**config.mk**
```make
export PLATFORM = sky130hd
export DESIGN_NAME = l2cp_policy
export DESIGN_NICKNAME = d
export VERILOG_FILES = /design/src/hdl/l2cp_pkg.sv /design/src/hdl/l2cp_arbiter.sv /design/src/hdl/l2cp_repl_sel.sv /design/src/hdl/l2cp_policy.sv
export VERILOG_INCLUDE_DIRS = /design/src /design/src/hdl
export SDC_FILE = /design/constraint.sdc
export NUM_CORES = 2
export LEC_CHECK = 0
export ABC_CLOCK_PERIOD_IN_PS = 3250
export BUFFER_PORTS_ARGS = -buffer_cell sky130_fd_sc_hd__buf_2
export CORE_AREA = 2 2 454 456
export DETAILED_ROUTE_END_ITERATION = 6
export DIE_AREA = 0 0 456 458
export MAX_ROUTING_LAYER = met4
export PLACE_DENSITY = 0.44
export SLEW_MARGIN = 10
export SYNTH_ARGS = -nofsm -noshare
export SYNTH_HDL_FRONTEND = slang
export SYNTH_HIERARCHICAL = 1
export SYNTH_SLANG_ARGS = --single-unit
```
**constraint.sdc**
```tcl
create_clock -name sys_clk -period 3.25 [get_ports sys_clk]
set_input_delay 0.65 -clock sys_clk [delete_from_list [all_inputs] [get_ports sys_clk]]
set_output_delay 0.65 -clock sys_clk [all_outputs]
set_load 0.02 [all_outputs]
```
**src/hdl/l2cp_consts.svh**
```systemverilog
`ifndef L2CP_CONSTS_SVH
`define L2CP_CONSTS_SVH

// ----------------------------------------
// Request sources, index 0 wins
// ----------------------------------------
`define L2CP_SRC_SNOOP   0
`define L2CP_SRC_RELOAD  1
`define L2CP_SRC_L2CO    2
`define L2CP_SRC_PUSH    3
`define L2CP_SRC_STMISS  4
`define L2CP_SRC_LDMISS  5
`define L2CP_SRC_IMISS   6
`define L2CP_SRC_L1CO    7
`define L2CP_NUM_SRC     8

// ----------------------------------------
// Line, forced bus attributes {W,I,M}
// ----------------------------------------
`define L2CP_LINE_BYTES  6'h20
`define L2CP_WIM_READ    3'h0
`define L2CP_WIM_INHIB   3'h2
`define L2CP_WIM_WRITE   3'h4

// ----------------------------------------
// Replacement generator
// ----------------------------------------
`define L2CP_LFSR_SEED   16'hace1
`define L2CP_TAP_A       15
`define L2CP_TAP_B       13
`define L2CP_TAP_C       12
`define L2CP_TAP_D       10
`define L2CP_WAY_B0      4
`define L2CP_WAY_B1      9
`define L2CP_WAY_B2      15
`define L2CP_CNT_RESET   3'h0
`define L2CP_WAY_RESET   3'h0

`endif

```
**src/hdl/l2cp_pkg.sv**
```systemverilog
package l2cp_pkg;

  typedef enum logic [1:0] {MESI_I, MESI_S, MESI_E, MESI_M} l2cp_mesi_t;

  typedef enum logic {ST_IDLE, ST_WAIT} l2cp_fsm_t;

  typedef struct packed {
    logic [2:0]  cnt;
    logic [15:0] lfsr;
    logic [2:0]  hist0;
    logic [2:0]  hist1;
    logic [2:0]  hist2;
  } l2cp_rep_t;

  typedef struct packed {
    l2cp_fsm_t    fsm;
    logic [7:0]   grant;
    logic         busRead;
    logic         busRwitm;
    logic         busWrite;
    logic [2:0]   busWim;
    logic [31:0]  busByteEn;
    logic [255:0] busData;
    logic [255:0] blockData;
    logic         l2Write;
    l2cp_mesi_t   l2State;
    logic         l3Write;
    l2cp_mesi_t   l3State;
    logic         l3Flush;
    logic         l3Castout;
    logic         victimCastout;
    logic         sqPush;
    logic         l1RespValid;
    l2cp_mesi_t   l1Resp;
    logic         critForward;
    logic         scRetry;
    logic [4:0]   fwdAttr;
    logic [2:0]   way;
    logic         pendL2;
    logic         pendL3;
    logic         pendRwitm;
    logic         pendTouch;
    logic         pendAbort;
    l2cp_mesi_t   pendInitL2;
    l2cp_mesi_t   pendInitL3;
  } l2cp_pol_t;

endpackage : l2cp_pkg

```
**src/hdl/l2cp_arbiter.sv**
```systemverilog
`timescale 1ns/1ps

module l2cp_arbiter #(
  parameter int N = 8
) (
  input  wire logic         sys_clk,
  input  wire logic         rstn,
  input  wire logic [N-1:0] req,
  output logic      [N-1:0] grant
);

  // ----------------------------------------
  // Fixed priority, lowest index first
  // ----------------------------------------
  assign grant = req & (~req + N'(1));
endmodule : l2cp_arbiter

```
**src/hdl/l2cp_repl_sel.sv**
```systemverilog
`timescale 1ns/1ps
`include "l2cp_consts.svh"

module l2cp_repl_sel (
  input  wire logic       sys_clk,
  input  wire logic       rstn,
  input  wire logic       replMode,
  input  wire logic       take,
  output logic      [2:0] way
);

  l2cp_pkg::l2cp_rep_t s;
  l2cp_pkg::l2cp_rep_t next_s;
  logic [2:0]          cand;

  // ----------------------------------------
  // Skip any of the last three victims
  // ----------------------------------------
  function automatic logic [2:0] l2cp_pick(input logic [2:0] c, input logic [2:0] h0,
                                           input logic [2:0] h1, input logic [2:0] h2);
    logic [2:0] w;
    l2cp_pick = c;
    for (int k = 3; k >= 0; k--) begin
      w = c + 3'(k);
      if (w != h0 && w != h1 && w != h2) begin
        l2cp_pick = w;
      end
    end
  endfunction : l2cp_pick

  assign cand = replMode ? s.cnt
              : {s.lfsr[`L2CP_WAY_B2], s.lfsr[`L2CP_WAY_B1], s.lfsr[`L2CP_WAY_B0]};
  assign way  = l2cp_pick(cand, s.hist0, s.hist1, s.hist2);

  always_comb begin
    next_s      = s;
    next_s.cnt  = s.cnt + 3'h1;
    // Both sources free-run so a mode change needs no warm-up
    next_s.lfsr = {s.lfsr[14:0], s.lfsr[`L2CP_TAP_A] ^ s.lfsr[`L2CP_TAP_B]
                   ^ s.lfsr[`L2CP_TAP_C] ^ s.lfsr[`L2CP_TAP_D]};
    if (take) begin
      // Three deep: covers the misses still in lookup
      next_s.hist0 = way;
      next_s.hist1 = s.hist0;
      next_s.hist2 = s.hist1;
    end
  end

  always_ff @(posedge sys_clk) begin
    if (!rstn) begin
      s.cnt   <= `L2CP_CNT_RESET;
      s.lfsr  <= `L2CP_LFSR_SEED;
      s.hist0 <= `L2CP_WAY_RESET;
      s.hist1 <= `L2CP_WAY_RESET;
      s.hist2 <= `L2CP_WAY_RESET;
    end else begin
      s <= next_s;
    end
  end
endmodule : l2cp_repl_sel

```
**src/hdl/l2cp_policy.sv**
```systemverilog
`timescale 1ns/1ps
`include "l2cp_consts.svh"
// ----------------------------------------
// Notes on behaviour
// Serve snoop, reload, L2 castout, push, store/load/fetch miss, L1 castout.
// Reloaded line is written and marked from the snoop response.
// Modified victim is cast out to L3 at miss time, not reload.
// Fetch miss allocates L2 only if L2 enabled and not data-only.
// Fetch miss allocates L3 only if L3 enabled and not data-only.
// Data miss allocates L2 only if L2 enabled and not instruction-only.
// Data miss allocates L3 only if L3 enabled and not instruction-only.
// Store hitting shared L2 issues read-intent-modify, keeps and reloads line. Code takes the line from L3 instead, with no bus, when L3 is E or M.
// L1 castout never allocates L2; a hit writes the existing line.
// Transient accesses never allocate; hits still update state.
// Write-through hit merges bytes; whole block to L2 and store queue.
// Write-through L2 miss under 32 bytes flushes the L3 block first.
// Bus gets only the store's own bytes for write-through.
// Counter mode: three-bit counter steps each clock, picks the way.
// Generator mode: 16-stage shifter, stages 4, 9, 15 give the way.
// Way matching one of last three choices gets one to three added.
// History covers the three misses in flight during lookup.
// Abandoned allocation leaves the line at its initial state.
// Store-conditional losing reservation retries as a load; bus sets response.
// Request attributes forwarded; bus requests carry forced attribute values.
// Double miss reads bus, forwards critical data except touch.
// L2 miss with L3 hit: no bus, reload L2 as shared or exclusive. Code still sends a store to the bus unless L3 is E or M.
// Generator taps and nonzero seed chosen here.
// Adjusted way wraps modulo eight.

module l2cp_policy (
  input  wire logic                     sys_clk,
  input  wire logic                     rstn,
  input  wire logic                     reqSnoop,
  input  wire logic                     reqReload,
  input  wire logic                     reqL2Castout,
  input  wire logic                     reqPush,
  input  wire logic                     reqStoreMiss,
  input  wire logic                     reqLoadMiss,
  input  wire logic                     reqInstrMiss,
  input  wire logic                     reqL1Castout,
  input  wire logic                     attrWt,
  input  wire logic                     attrInhibit,
  input  wire logic                     attrCoherent,
  input  wire logic                     attrAtomic,
  input  wire logic                     attrTransient,
  input  wire logic                     reqTouch,
  input  wire logic                     reqScLost,
  input  wire logic [5:0]               reqBytes,
  input  wire logic [31:0]              reqByteEn,
  input  wire logic [255:0]             reqData,
  input  wire logic [255:0]             lineData,
  input  wire l2cp_pkg::l2cp_mesi_t     reqL2State,
  input  wire l2cp_pkg::l2cp_mesi_t     reqL3State,
  input  wire logic                     victimModified,
  input  wire logic                     reloadShared,
  input  wire logic                     allocAbort,
  input  wire logic                     second_level_enable,
  input  wire logic                     second_level_data_only,
  input  wire logic                     second_level_instr_only,
  input  wire logic                     third_level_enable,
  input  wire logic                     third_level_data_only,
  input  wire logic                     third_level_instr_only,
  input  wire logic                     replacement_mode_select,
  output logic [7:0]                    grant,
  output logic                          busRead,
  output logic                          busRwitm,
  output logic                          busWrite,
  output logic [2:0]                    busWim,
  output logic [31:0]                   busByteEn,
  output logic [255:0]                  busData,
  output logic [255:0]                  blockData,
  output logic                          l2Write,
  output l2cp_pkg::l2cp_mesi_t          l2State,
  output logic [2:0]                    l2Way,
  output logic                          l3Write,
  output l2cp_pkg::l2cp_mesi_t          l3State,
  output logic                          l3Flush,
  output logic                          l3Castout,
  output logic                          victimCastout,
  output logic                          sqPush,
  output logic                          l1RespValid,
  output l2cp_pkg::l2cp_mesi_t          l1Resp,
  output logic                          critForward,
  output logic                          scRetry,
  output logic [4:0]                    fwdAttr,
  output logic                          missBusy
);

  l2cp_pkg::l2cp_pol_t s;
  l2cp_pkg::l2cp_pol_t next_s;
  logic [7:0]          reqVec;
  logic [7:0]          grantVec;
  logic [2:0]          replWay;
  logic                replTake;
  logic                waiting;
  logic                isInstr;
  logic                l2Hit;
  logic                l3Hit;
  logic                l3Own;
  logic                okL2;
  logic                okL3;

  // ----------------------------------------
  // Byte-enable merge of store into line
  // ----------------------------------------
  function automatic logic [255:0] l2cp_merge(input logic [255:0] line,
                                              input logic [255:0] data,
                                              input logic [31:0]  be);
    l2cp_merge = line;
    for (int b = 0; b < 32; b++) begin
      if (be[b]) begin
        l2cp_merge[8*b +: 8] = data[8*b +: 8];
      end
    end
  endfunction : l2cp_merge

  // ----------------------------------------
  // Arbitration and replacement
  // ----------------------------------------
  // One miss outstanding; L1 requests wait, the just-granted source is masked
  assign waiting = (s.fsm == l2cp_pkg::ST_WAIT);
  assign reqVec  = {reqL1Castout & ~waiting, reqInstrMiss & ~waiting, reqLoadMiss & ~waiting,
                    reqStoreMiss & ~waiting, reqPush, reqL2Castout, reqReload & waiting,
                    reqSnoop} & ~s.grant;

  l2cp_arbiter #(
    .N     (`L2CP_NUM_SRC)
  ) u_arb (
    .sys_clk (sys_clk),
    .rstn    (rstn),
    .req     (reqVec),
    .grant   (grantVec)
  );

  l2cp_repl_sel u_repl (
    .sys_clk  (sys_clk),
    .rstn     (rstn),
    .replMode (replacement_mode_select),
    .take     (replTake),
    .way      (replWay)
  );

  assign isInstr = grantVec[`L2CP_SRC_IMISS];
  assign l2Hit   = (reqL2State != l2cp_pkg::MESI_I);
  assign l3Hit   = (reqL3State != l2cp_pkg::MESI_I);
  assign l3Own   = (reqL3State == l2cp_pkg::MESI_E) || (reqL3State == l2cp_pkg::MESI_M);
  assign okL2    = second_level_enable & ~attrTransient
                 & (isInstr ? ~second_level_data_only : ~second_level_instr_only);
  assign okL3    = third_level_enable & ~attrTransient
                 & (isInstr ? ~third_level_data_only : ~third_level_instr_only);

  // ----------------------------------------
  // Policy decisions
  // ----------------------------------------
  always_comb begin
    next_s               = s;
    replTake             = 1'b0;
    next_s.grant         = grantVec;
    next_s.busRead       = 1'b0;
    next_s.busRwitm      = 1'b0;
    next_s.busWrite      = 1'b0;
    next_s.l2Write       = 1'b0;
    next_s.l3Write       = 1'b0;
    next_s.l3Flush       = 1'b0;
    next_s.l3Castout     = 1'b0;
    next_s.victimCastout = 1'b0;
    next_s.sqPush        = 1'b0;
    next_s.l1RespValid   = 1'b0;
    next_s.critForward   = 1'b0;
    next_s.scRetry       = 1'b0;
    if (|grantVec[7:4]) begin
      next_s.fwdAttr = {attrWt, attrInhibit, attrCoherent, attrAtomic, attrTransient};
      next_s.busByteEn = reqByteEn;
      next_s.busData   = reqData;
    end
    case (s.fsm)
      l2cp_pkg::ST_IDLE: begin
        // A shared line stays allocated and is refilled in place
        next_s.pendL2 = okL2;
        next_s.pendL3 = okL3;
        if (|grantVec[7:4] && attrInhibit) begin
          next_s.busRead  = ~grantVec[`L2CP_SRC_STMISS] & ~grantVec[`L2CP_SRC_L1CO];
          next_s.busWrite = grantVec[`L2CP_SRC_STMISS] | grantVec[`L2CP_SRC_L1CO];
          next_s.busWim   = `L2CP_WIM_INHIB;
        end else if (grantVec[`L2CP_SRC_L1CO]) begin
          if (l2Hit && second_level_enable) begin
            next_s.l2Write   = 1'b1;
            next_s.l2State   = l2cp_pkg::MESI_M;
            next_s.blockData = reqData;
          end else begin
            next_s.l3Castout = 1'b1;
          end
        end else if (grantVec[`L2CP_SRC_STMISS] && attrWt) begin
          next_s.busWrite  = 1'b1;
          next_s.busWim    = `L2CP_WIM_WRITE;
          if (l2Hit) begin
            next_s.blockData = l2cp_merge(lineData, reqData, reqByteEn);
            next_s.l2Write   = 1'b1;
            next_s.l2State   = reqL2State;
            next_s.sqPush    = 1'b1;
          end else if (reqBytes < `L2CP_LINE_BYTES) begin
            next_s.l3Flush = 1'b1;
          end
        end else if (|grantVec[6:4]) begin
          next_s.l1RespValid = 1'b1;
          if (grantVec[`L2CP_SRC_STMISS] && attrAtomic && reqScLost) begin
            // Reservation gone: the atomic claim retries itself as a plain read
            next_s.scRetry   = 1'b1;
            next_s.busRead   = 1'b1;
            next_s.busWim    = `L2CP_WIM_READ;
            next_s.pendRwitm = 1'b0;
          end else if (grantVec[`L2CP_SRC_STMISS] && (reqL2State == l2cp_pkg::MESI_E ||
                       reqL2State == l2cp_pkg::MESI_M)) begin
            next_s.l1Resp = l2cp_pkg::MESI_E;
          end else if (!grantVec[`L2CP_SRC_STMISS] && l2Hit) begin
            next_s.l1Resp = (reqL2State == l2cp_pkg::MESI_S) ? l2cp_pkg::MESI_S
                                                            : l2cp_pkg::MESI_E;
          end else if (grantVec[`L2CP_SRC_STMISS] ? l3Own : l3Hit) begin
            // Lower cache supplies the line: no bus traffic
            next_s.l1Resp = (!grantVec[`L2CP_SRC_STMISS] && reqL3State == l2cp_pkg::MESI_S)
                          ? l2cp_pkg::MESI_S : l2cp_pkg::MESI_E;
            next_s.l2Write = okL2;
            next_s.l2State = next_s.l1Resp;
            next_s.way     = replWay;
            replTake       = okL2 & ~l2Hit;
            next_s.victimCastout = okL2 & ~l2Hit & victimModified;
          end else begin
            next_s.busRead  = ~grantVec[`L2CP_SRC_STMISS];
            next_s.busRwitm = grantVec[`L2CP_SRC_STMISS];
            next_s.busWim   = `L2CP_WIM_READ;
            next_s.pendRwitm = grantVec[`L2CP_SRC_STMISS];
          end
          if (next_s.busRead || next_s.busRwitm) begin
            next_s.fsm        = l2cp_pkg::ST_WAIT;
            // The answer to L1 comes with the reload, not now
            next_s.l1RespValid = 1'b0;
            next_s.pendTouch  = reqTouch;
            next_s.pendAbort  = 1'b0;
            next_s.pendInitL2 = reqL2State;
            next_s.pendInitL3 = reqL3State;
            next_s.way        = replWay;
            replTake          = okL2 & ~l2Hit;
            next_s.victimCastout = okL2 & ~l2Hit & victimModified;
          end
        end
      end
      l2cp_pkg::ST_WAIT: begin
        next_s.pendAbort = s.pendAbort | allocAbort;
        if (grantVec[`L2CP_SRC_RELOAD]) begin
          next_s.fsm         = l2cp_pkg::ST_IDLE;
          next_s.l1RespValid = 1'b1;
          next_s.l1Resp      = (reloadShared && !s.pendRwitm) ? l2cp_pkg::MESI_S
                                                             : l2cp_pkg::MESI_E;
          next_s.critForward = ~s.pendTouch & ~s.pendRwitm;
          next_s.l2Write     = s.pendL2;
          next_s.l3Write     = s.pendL3;
          if (s.pendAbort || allocAbort) begin
            next_s.l2State = s.pendInitL2;
            next_s.l3State = s.pendInitL3;
          end else begin
            next_s.l2State = next_s.l1Resp;
            next_s.l3State = next_s.l1Resp;
          end
        end
      end
      default: begin
        next_s.fsm = l2cp_pkg::ST_IDLE;
      end
    endcase
  end

  always_ff @(posedge sys_clk) begin
    if (!rstn) begin
      s <= '0;
    end else begin
      s <= next_s;
    end
  end

  // ----------------------------------------
  // Outputs, all from flip-flops
  // ----------------------------------------
  assign grant         = s.grant;
  assign busRead       = s.busRead;
  assign busRwitm      = s.busRwitm;
  assign busWrite      = s.busWrite;
  assign busWim        = s.busWim;
  assign busByteEn     = s.busByteEn;
  assign busData       = s.busData;
  assign blockData     = s.blockData;
  assign l2Write       = s.l2Write;
  assign l2State       = s.l2State;
  assign l2Way         = s.way;
  assign l3Write       = s.l3Write;
  assign l3State       = s.l3State;
  assign l3Flush       = s.l3Flush;
  assign l3Castout     = s.l3Castout;
  assign victimCastout = s.victimCastout;
  assign sqPush        = s.sqPush;
  assign l1RespValid   = s.l1RespValid;
  assign l1Resp        = s.l1Resp;
  assign critForward   = s.critForward;
  assign scRetry       = s.scRetry;
  assign fwdAttr       = s.fwdAttr;
  assign missBusy      = waiting;
endmodule : l2cp_policy

```
# Yosys cells after proc, flatten, opt, wreduce, memory -nomap -nowiden
# Index checks and enable logic that the tools add are counted.
# word_totals
reg_bits,619
inputBits,581
output_inout_bits,582
# classes
n_addsub,5
order_cmp,1
n_eq_ne,44
muxes,137
bitwise_logic,37
n_reduce_logical,46
# op_table
operator,n
$mux 259,3
$mux 256,1
$mux 8,32
$mux 3,27
$mux 1,47
$ne 3x3->1,12
$mux 2,14
$ne 4x4->1 const B,7
$mux 5,5
$reduce_and 9->1,2
$logic_and 1x1->1,17
$and 8x8->8,2
$ne 2x1->1 const B,8
$not 8->8,2
$not 1->1,15
$ne 2x2->1 const B,7
$and 1x1->1,13
$mux 6,2
$pmux 3 s2,2
$reduce_and 6->1,2
$reduce_or 6->1,2
$reduce_and 5->1,2
$reduce_bool 2->1,5
$add 8x1->8 const B,1
23 further kinds,40

# Depth between registers and ports, before layout
# logic_depth
ltp_word,23
depth_mapped,14
depth_no_buf,11

# Hierarchy
# Netlist, hierarchy kept.
# by_module_without_submodules
module,instances,cells_each,area_per_inst_um2
l2cp_policy,1,3272,26585.5
l2cp_repl_sel,1,152,1541.5
l2cp_arbiter,1,10,83.8

# Least setup slack after synthesis
# OpenSTA, ideal clock, no wires.
# synth_timing
kind,register to register
start,"register s, in the netlist missBusy"
end,"register s, in the netlist blockData[168]"
setup_ps,132
t_arrival_ps,3362
required_ps,3118
path_slack_ps,-244
path_stages_with_launch,15
n_path_buf,6
period_less_slack_ps,3494
cell_sequence,dfxtp_1 clkbuf_1 buf_1 nand2_1 nor2_1 nor4_2 and3_2 clkbuf_1 o41a_1 or4_1 buf_2 buf_6 buf_6 a221oi_1 nor3_1
# synth_rtl
item,line,text
start: declaration,l2cp_policy.sv:89,l2cp_pkg::l2cp_pol_t s;
start signal: assignment,l2cp_policy.sv:276,s <= next_s;
$and 1x1->1,l2cp_policy.sv:123,"reqStoreMiss & ~waiting, reqPush, reqL2Castout, reqReload & waiting,"
$and 8x8->8,l2cp_policy.sv:124,reqSnoop} & ~s.grant;
net reqVec[1],l2cp_policy.sv:91,logic [7:0] reqVec;
$not 8->8,l2cp_arbiter.sv:15,assign grant = req & (~req + N'(1));
$add 8x1->8,l2cp_arbiter.sv:15,
$and 8x8->8,l2cp_arbiter.sv:15,
net grantVec[6],l2cp_policy.sv:92,logic [7:0] grantVec;
$reduce_or 4->1,l2cp_policy.sv:181,if (|grantVec[7:4] && attrInhibit) begin
$logic_and 1x1->1,l2cp_policy.sv:181,
$not 1->1 (no source line),n/a,
$reduce_and 5->1 (no source line),n/a,
# The timed path passes the listed nets, and every way through them passes these cells.
# A chain may end at the register's enable or synchronous reset.

# Worst setup path in the final report
# layout_timing
start,"register s, in the netlist missBusy"
end,"register s, in the netlist blockData[222]"
# layout_rtl
item,line
$and 1x1->1 *,l2cp_policy.sv:123
$and 8x8->8 *,l2cp_policy.sv:124
net reqVec[1],l2cp_policy.sv:91
$not 8->8 *,l2cp_arbiter.sv:15
$add 8x1->8 *,l2cp_arbiter.sv:15
$and 8x8->8 *,l2cp_arbiter.sv:15
net grantVec[7],l2cp_policy.sv:92
$reduce_or 4->1,l2cp_policy.sv:181
$logic_and 1x1->1,l2cp_policy.sv:181
$not 1->1 (no source line),n/a
$reduce_and 5->1 (no source line),n/a
# Mark *: on every way through the listed nets, which the timed path passes. The rest lies on a longest branch.

==> results.yml <==
status:
  outcome: "completed"
finish:
  drive_gt1_frac: 0.366
  syn2layout_area_growth_pct: 32.1
  finalCoreUtilization: 0.183
  nets: 4688
synth:
  ys_ff_latch: 618
  synth_mux_area_frac: 0.00860
  synthCells: 3434
  synth_fa_ha_area_frac: 0.00133
  post_synth.cell_area_avg_um2: 8.22
  synth_cell_types: 69
  synth_xor_area_frac: 0.0105
  synth-compound-area-share: 0.147
  netlist_area_mm2: 0.0282
  synthSimpleGateAreaFrac: 0.204
  synth_warnings: 6
  synth_edf_count: 0
  syn-num-nets: 4018
  synth_top_family_by_area: "simple AND/OR/NAND/NOR gates"
  synthFlopType: "dfxtp_1"
  ys_seq_area_frac: 0.439
  synthArstFlopShare: 0
routing:
  final_antenna_net_count: 0
  vias_per_cell: 3.99
  wirelength_um: 180000
  drt-initial-drc-count: 2341
  vias: 27800
  drc: 0
  firstDrtPassIters: 6
  wl_per_cell_um: 25.9
clock_network:
  clkTransAtPathRegs_ns: 0.06
  numClockSinks: 618
  insertion_delay_ns: 0.70
  post_cts.repair.setup_buffers: 0
  cts_buffers: 81
  cts_root_buf: "clkbuf_16"
  htree_levels: 3
  cts_tree: "done"
  clock_path_buffers: 3
hold_path:
  worstHoldStart: "reqBytes[5]"
  hold_class: "in -> reg"
setup_path:
  crit_buf_inv: 2
  cpMaxStageDelayCell: "or4_4"
  start_kind: "register"
  crit_chain: "nand2_1, nor2_1, nor4_2, and4b_1, o41a_1, or4_4, buf_12, buf_4, a221oi_1, nor3_1"
  crit_required_ns: 3.80
  startpoint: "missBusy$_SDFF_PN0_"
  cp_max_fo: 54
  crit_type: "reg -> reg"
  cp_top_family: "simple AND/OR/NAND/NOR gates"
  r2r_start: "missBusy$_SDFF_PN0_"
  critPathMaxStageDelay_ns: 0.63
  critPathArrivalTime_ns: 3.71
  cp-end-kind: "register"
global_route:
  grt_max_degree: 134
  grt_pass1_wl_um: 237000
  overflow: 0
  grt_usage: 0.170
  grt_pass1_vias: 26400
  antenna_found_initial: 161
power:
  fin_total_pwr_mw: 20.6
  vdd_drop_max_mv: 0.353
  power_density_mw_per_mm2: 554
  p_leak_nw: 15.9
floorplan:
  die_w_um: 456
  initial_core_util: 0.138
  num_rows: 166
  dieArea_mm2: 0.209
  die_y_um: 458
  coreArea_mm2: 0.204
  ioPinCount: 1163
timing:
  rsz0062_at_grt: "no"
  hold_violations: 0
  post-route-period-util: 0.970
  setup_viol: 0
  fmax_mhz: 317
  worstMarginPinSlew_ns: 1.13
  min_period_ns: 3.15
  fin_skew_ns: 0.0394
  slew_headroom: 0.242
  slew_viol_final: 0
place:
  portBuffers: 1156
  place.gp.congestion: 0.953
  hpwlAfterDp_um: 150000
flow_run:
  drv_cap: 0
[synthesized netlist by cell type (11+ instances only)]
cell type / n / share of area
a21oi_1: 311 / 0.055
nand2_1: 673 / 0.090
a221oi_1: 253 / 0.079
nand3_1: 11 / 0.0020
nor2b_1: 11 / 0.0024
mux2i_1: 22 / 0.0078
buf_4: 570 / 0.15
and2_1: 19 / 0.0042
buf_2: 27 / 0.0048
nor2_1: 320 / 0.043
nor3_1: 271 / 0.048
buf_6: 28 / 0.011
clkbuf_1: 152 / 0.020
dfxtp_1: 618 / 0.44
nand2b_1: 17 / 0.0038
[placed cells by master (no fill, tap or decap), types with 5 or more instances in the layout]
master / synthesis / final
a21oi_1: 311 / 311
a221oi_1: 253 / 248
a221oi_2: 4 / 9
and2_1: 19 / 19
buf_12: 0 / 43
buf_2: 27 / 1156
buf_4: 570 / 167
bufinv_16: 0 / 6
clkbuf_1: 152 / 20
clkbuf_16: 0 / 81
clkbuf_8: 0 / 16
clkinv_2: 0 / 9
dfxtp_1: 618 / 617
diode_2: 0 / 110
inv_1: 6 / 6
mux2i_1: 22 / 22
nand2_1: 673 / 671
nand2b_1: 17 / 17
nand3_1: 11 / 11
nor2_1: 320 / 320
nor2b_1: 11 / 11
nor3_1: 271 / 271
nor3b_1: 6 / 5
o211ai_1: 5 / 5
o21ai_0: 10 / 10
xnor2_1: 10 / 10
xnor3_1: 5 / 5
xor2_1: 9 / 9
[report_power, final]
group,switching (mW),internal (mW),total [mW]
combinational,2.10,1.07,3.17
clock,3.90,5.48,9.38
sequential,0.178,7.92,8.10
[state kept, by name, indices dropped and copies added (netlist names), 2 cells and up]
| name | cells |
|---|---|
| blockData | 256 |
| busByteEn | 32 |
| busData | 256 |
| busWim | 2 |
| fwdAttr | 5 |
| grant | 8 |
| l1Resp | 2 |
| l2State | 2 |
| l2Way | 3 |
| l3State | 2 |
| s | 9 |
| u_repl/next_s | 15 |
| u_repl/s | 13 |
[per-layer routing]
metal	track usage	wire [um]	vias to the layer above
met2	0.276	86100	1300
li1	-	-	12700
met3	0.0562	17400	314
met4	0.0827	9620	0
met1	0.187	67100	13500
met5	-	0	-
[repair_timing]
action | CTS | global route
endpoints found under the setup margin | 11 | 44
pin swaps | 0 | 1
hold buffers | 0 | 0
cloned | 0 | 0
resized for setup | 2 | 7
[layout make-up]
class	count	area [um2]
clock inverters	27	392
flip-flops and latches	618	12400
clock buffers	117	2320
diodes	110	275
multi-input cells	2028	10600
well taps	2688	3360
fillers	23200	166000
repair buffers	1367	7910
inverters	8	37.5
[through the flow]
step | instance area (um2) | cells | setup slack (ns) | TNS (ns) | hold WS (ns)
3_5_place_dp | 34200 | 6709 | -0.302 | -51.19 | 0.396
5_1_grt | 37200 | 6942 | 0.000626 | 0 | 0.0605
2_1_floorplan | 28200 | 3434 | 0.0340 | 0 | 0.386
3_3_place_gp | 34200 | 6709 | -0.333 | -53.83 | 0.390
4_1_cts | 36900 | 6853 | 0.0744 | 0 | 0.0189
6_report | 37300 | 6963 | 0.0985 | 0 | 0.117
[worst paths after layout]
kind	endpoint	slack, ns	cells after the start
setup / recovery	blockData[222]$_SDFFE_PN0P_	0.1	10
hold / removal	l3Flush$_SDFF_PP0_	0.12	2
setup reg to reg	blockData[222]$_SDFFE_PN0P_	0.1	10
hold reg to reg	u_repl/s[24]$_SDFF_PN1_	0.41	1
[logic make-up (layout without fill, tap and decap cells)]
group,after synthesis,in the layout
AO/OA/AOI/OAI,611,611
XOR/XNOR,25,25
adder cells (fa/ha/maj),3,3
buffers and inverters,788,1519
flip-flops,618,618
multiplexers,23,23
other,1,111
AND/OR/NAND/NOR,1365,1365
No activity file was read; power rests on OpenSTA's default activity.
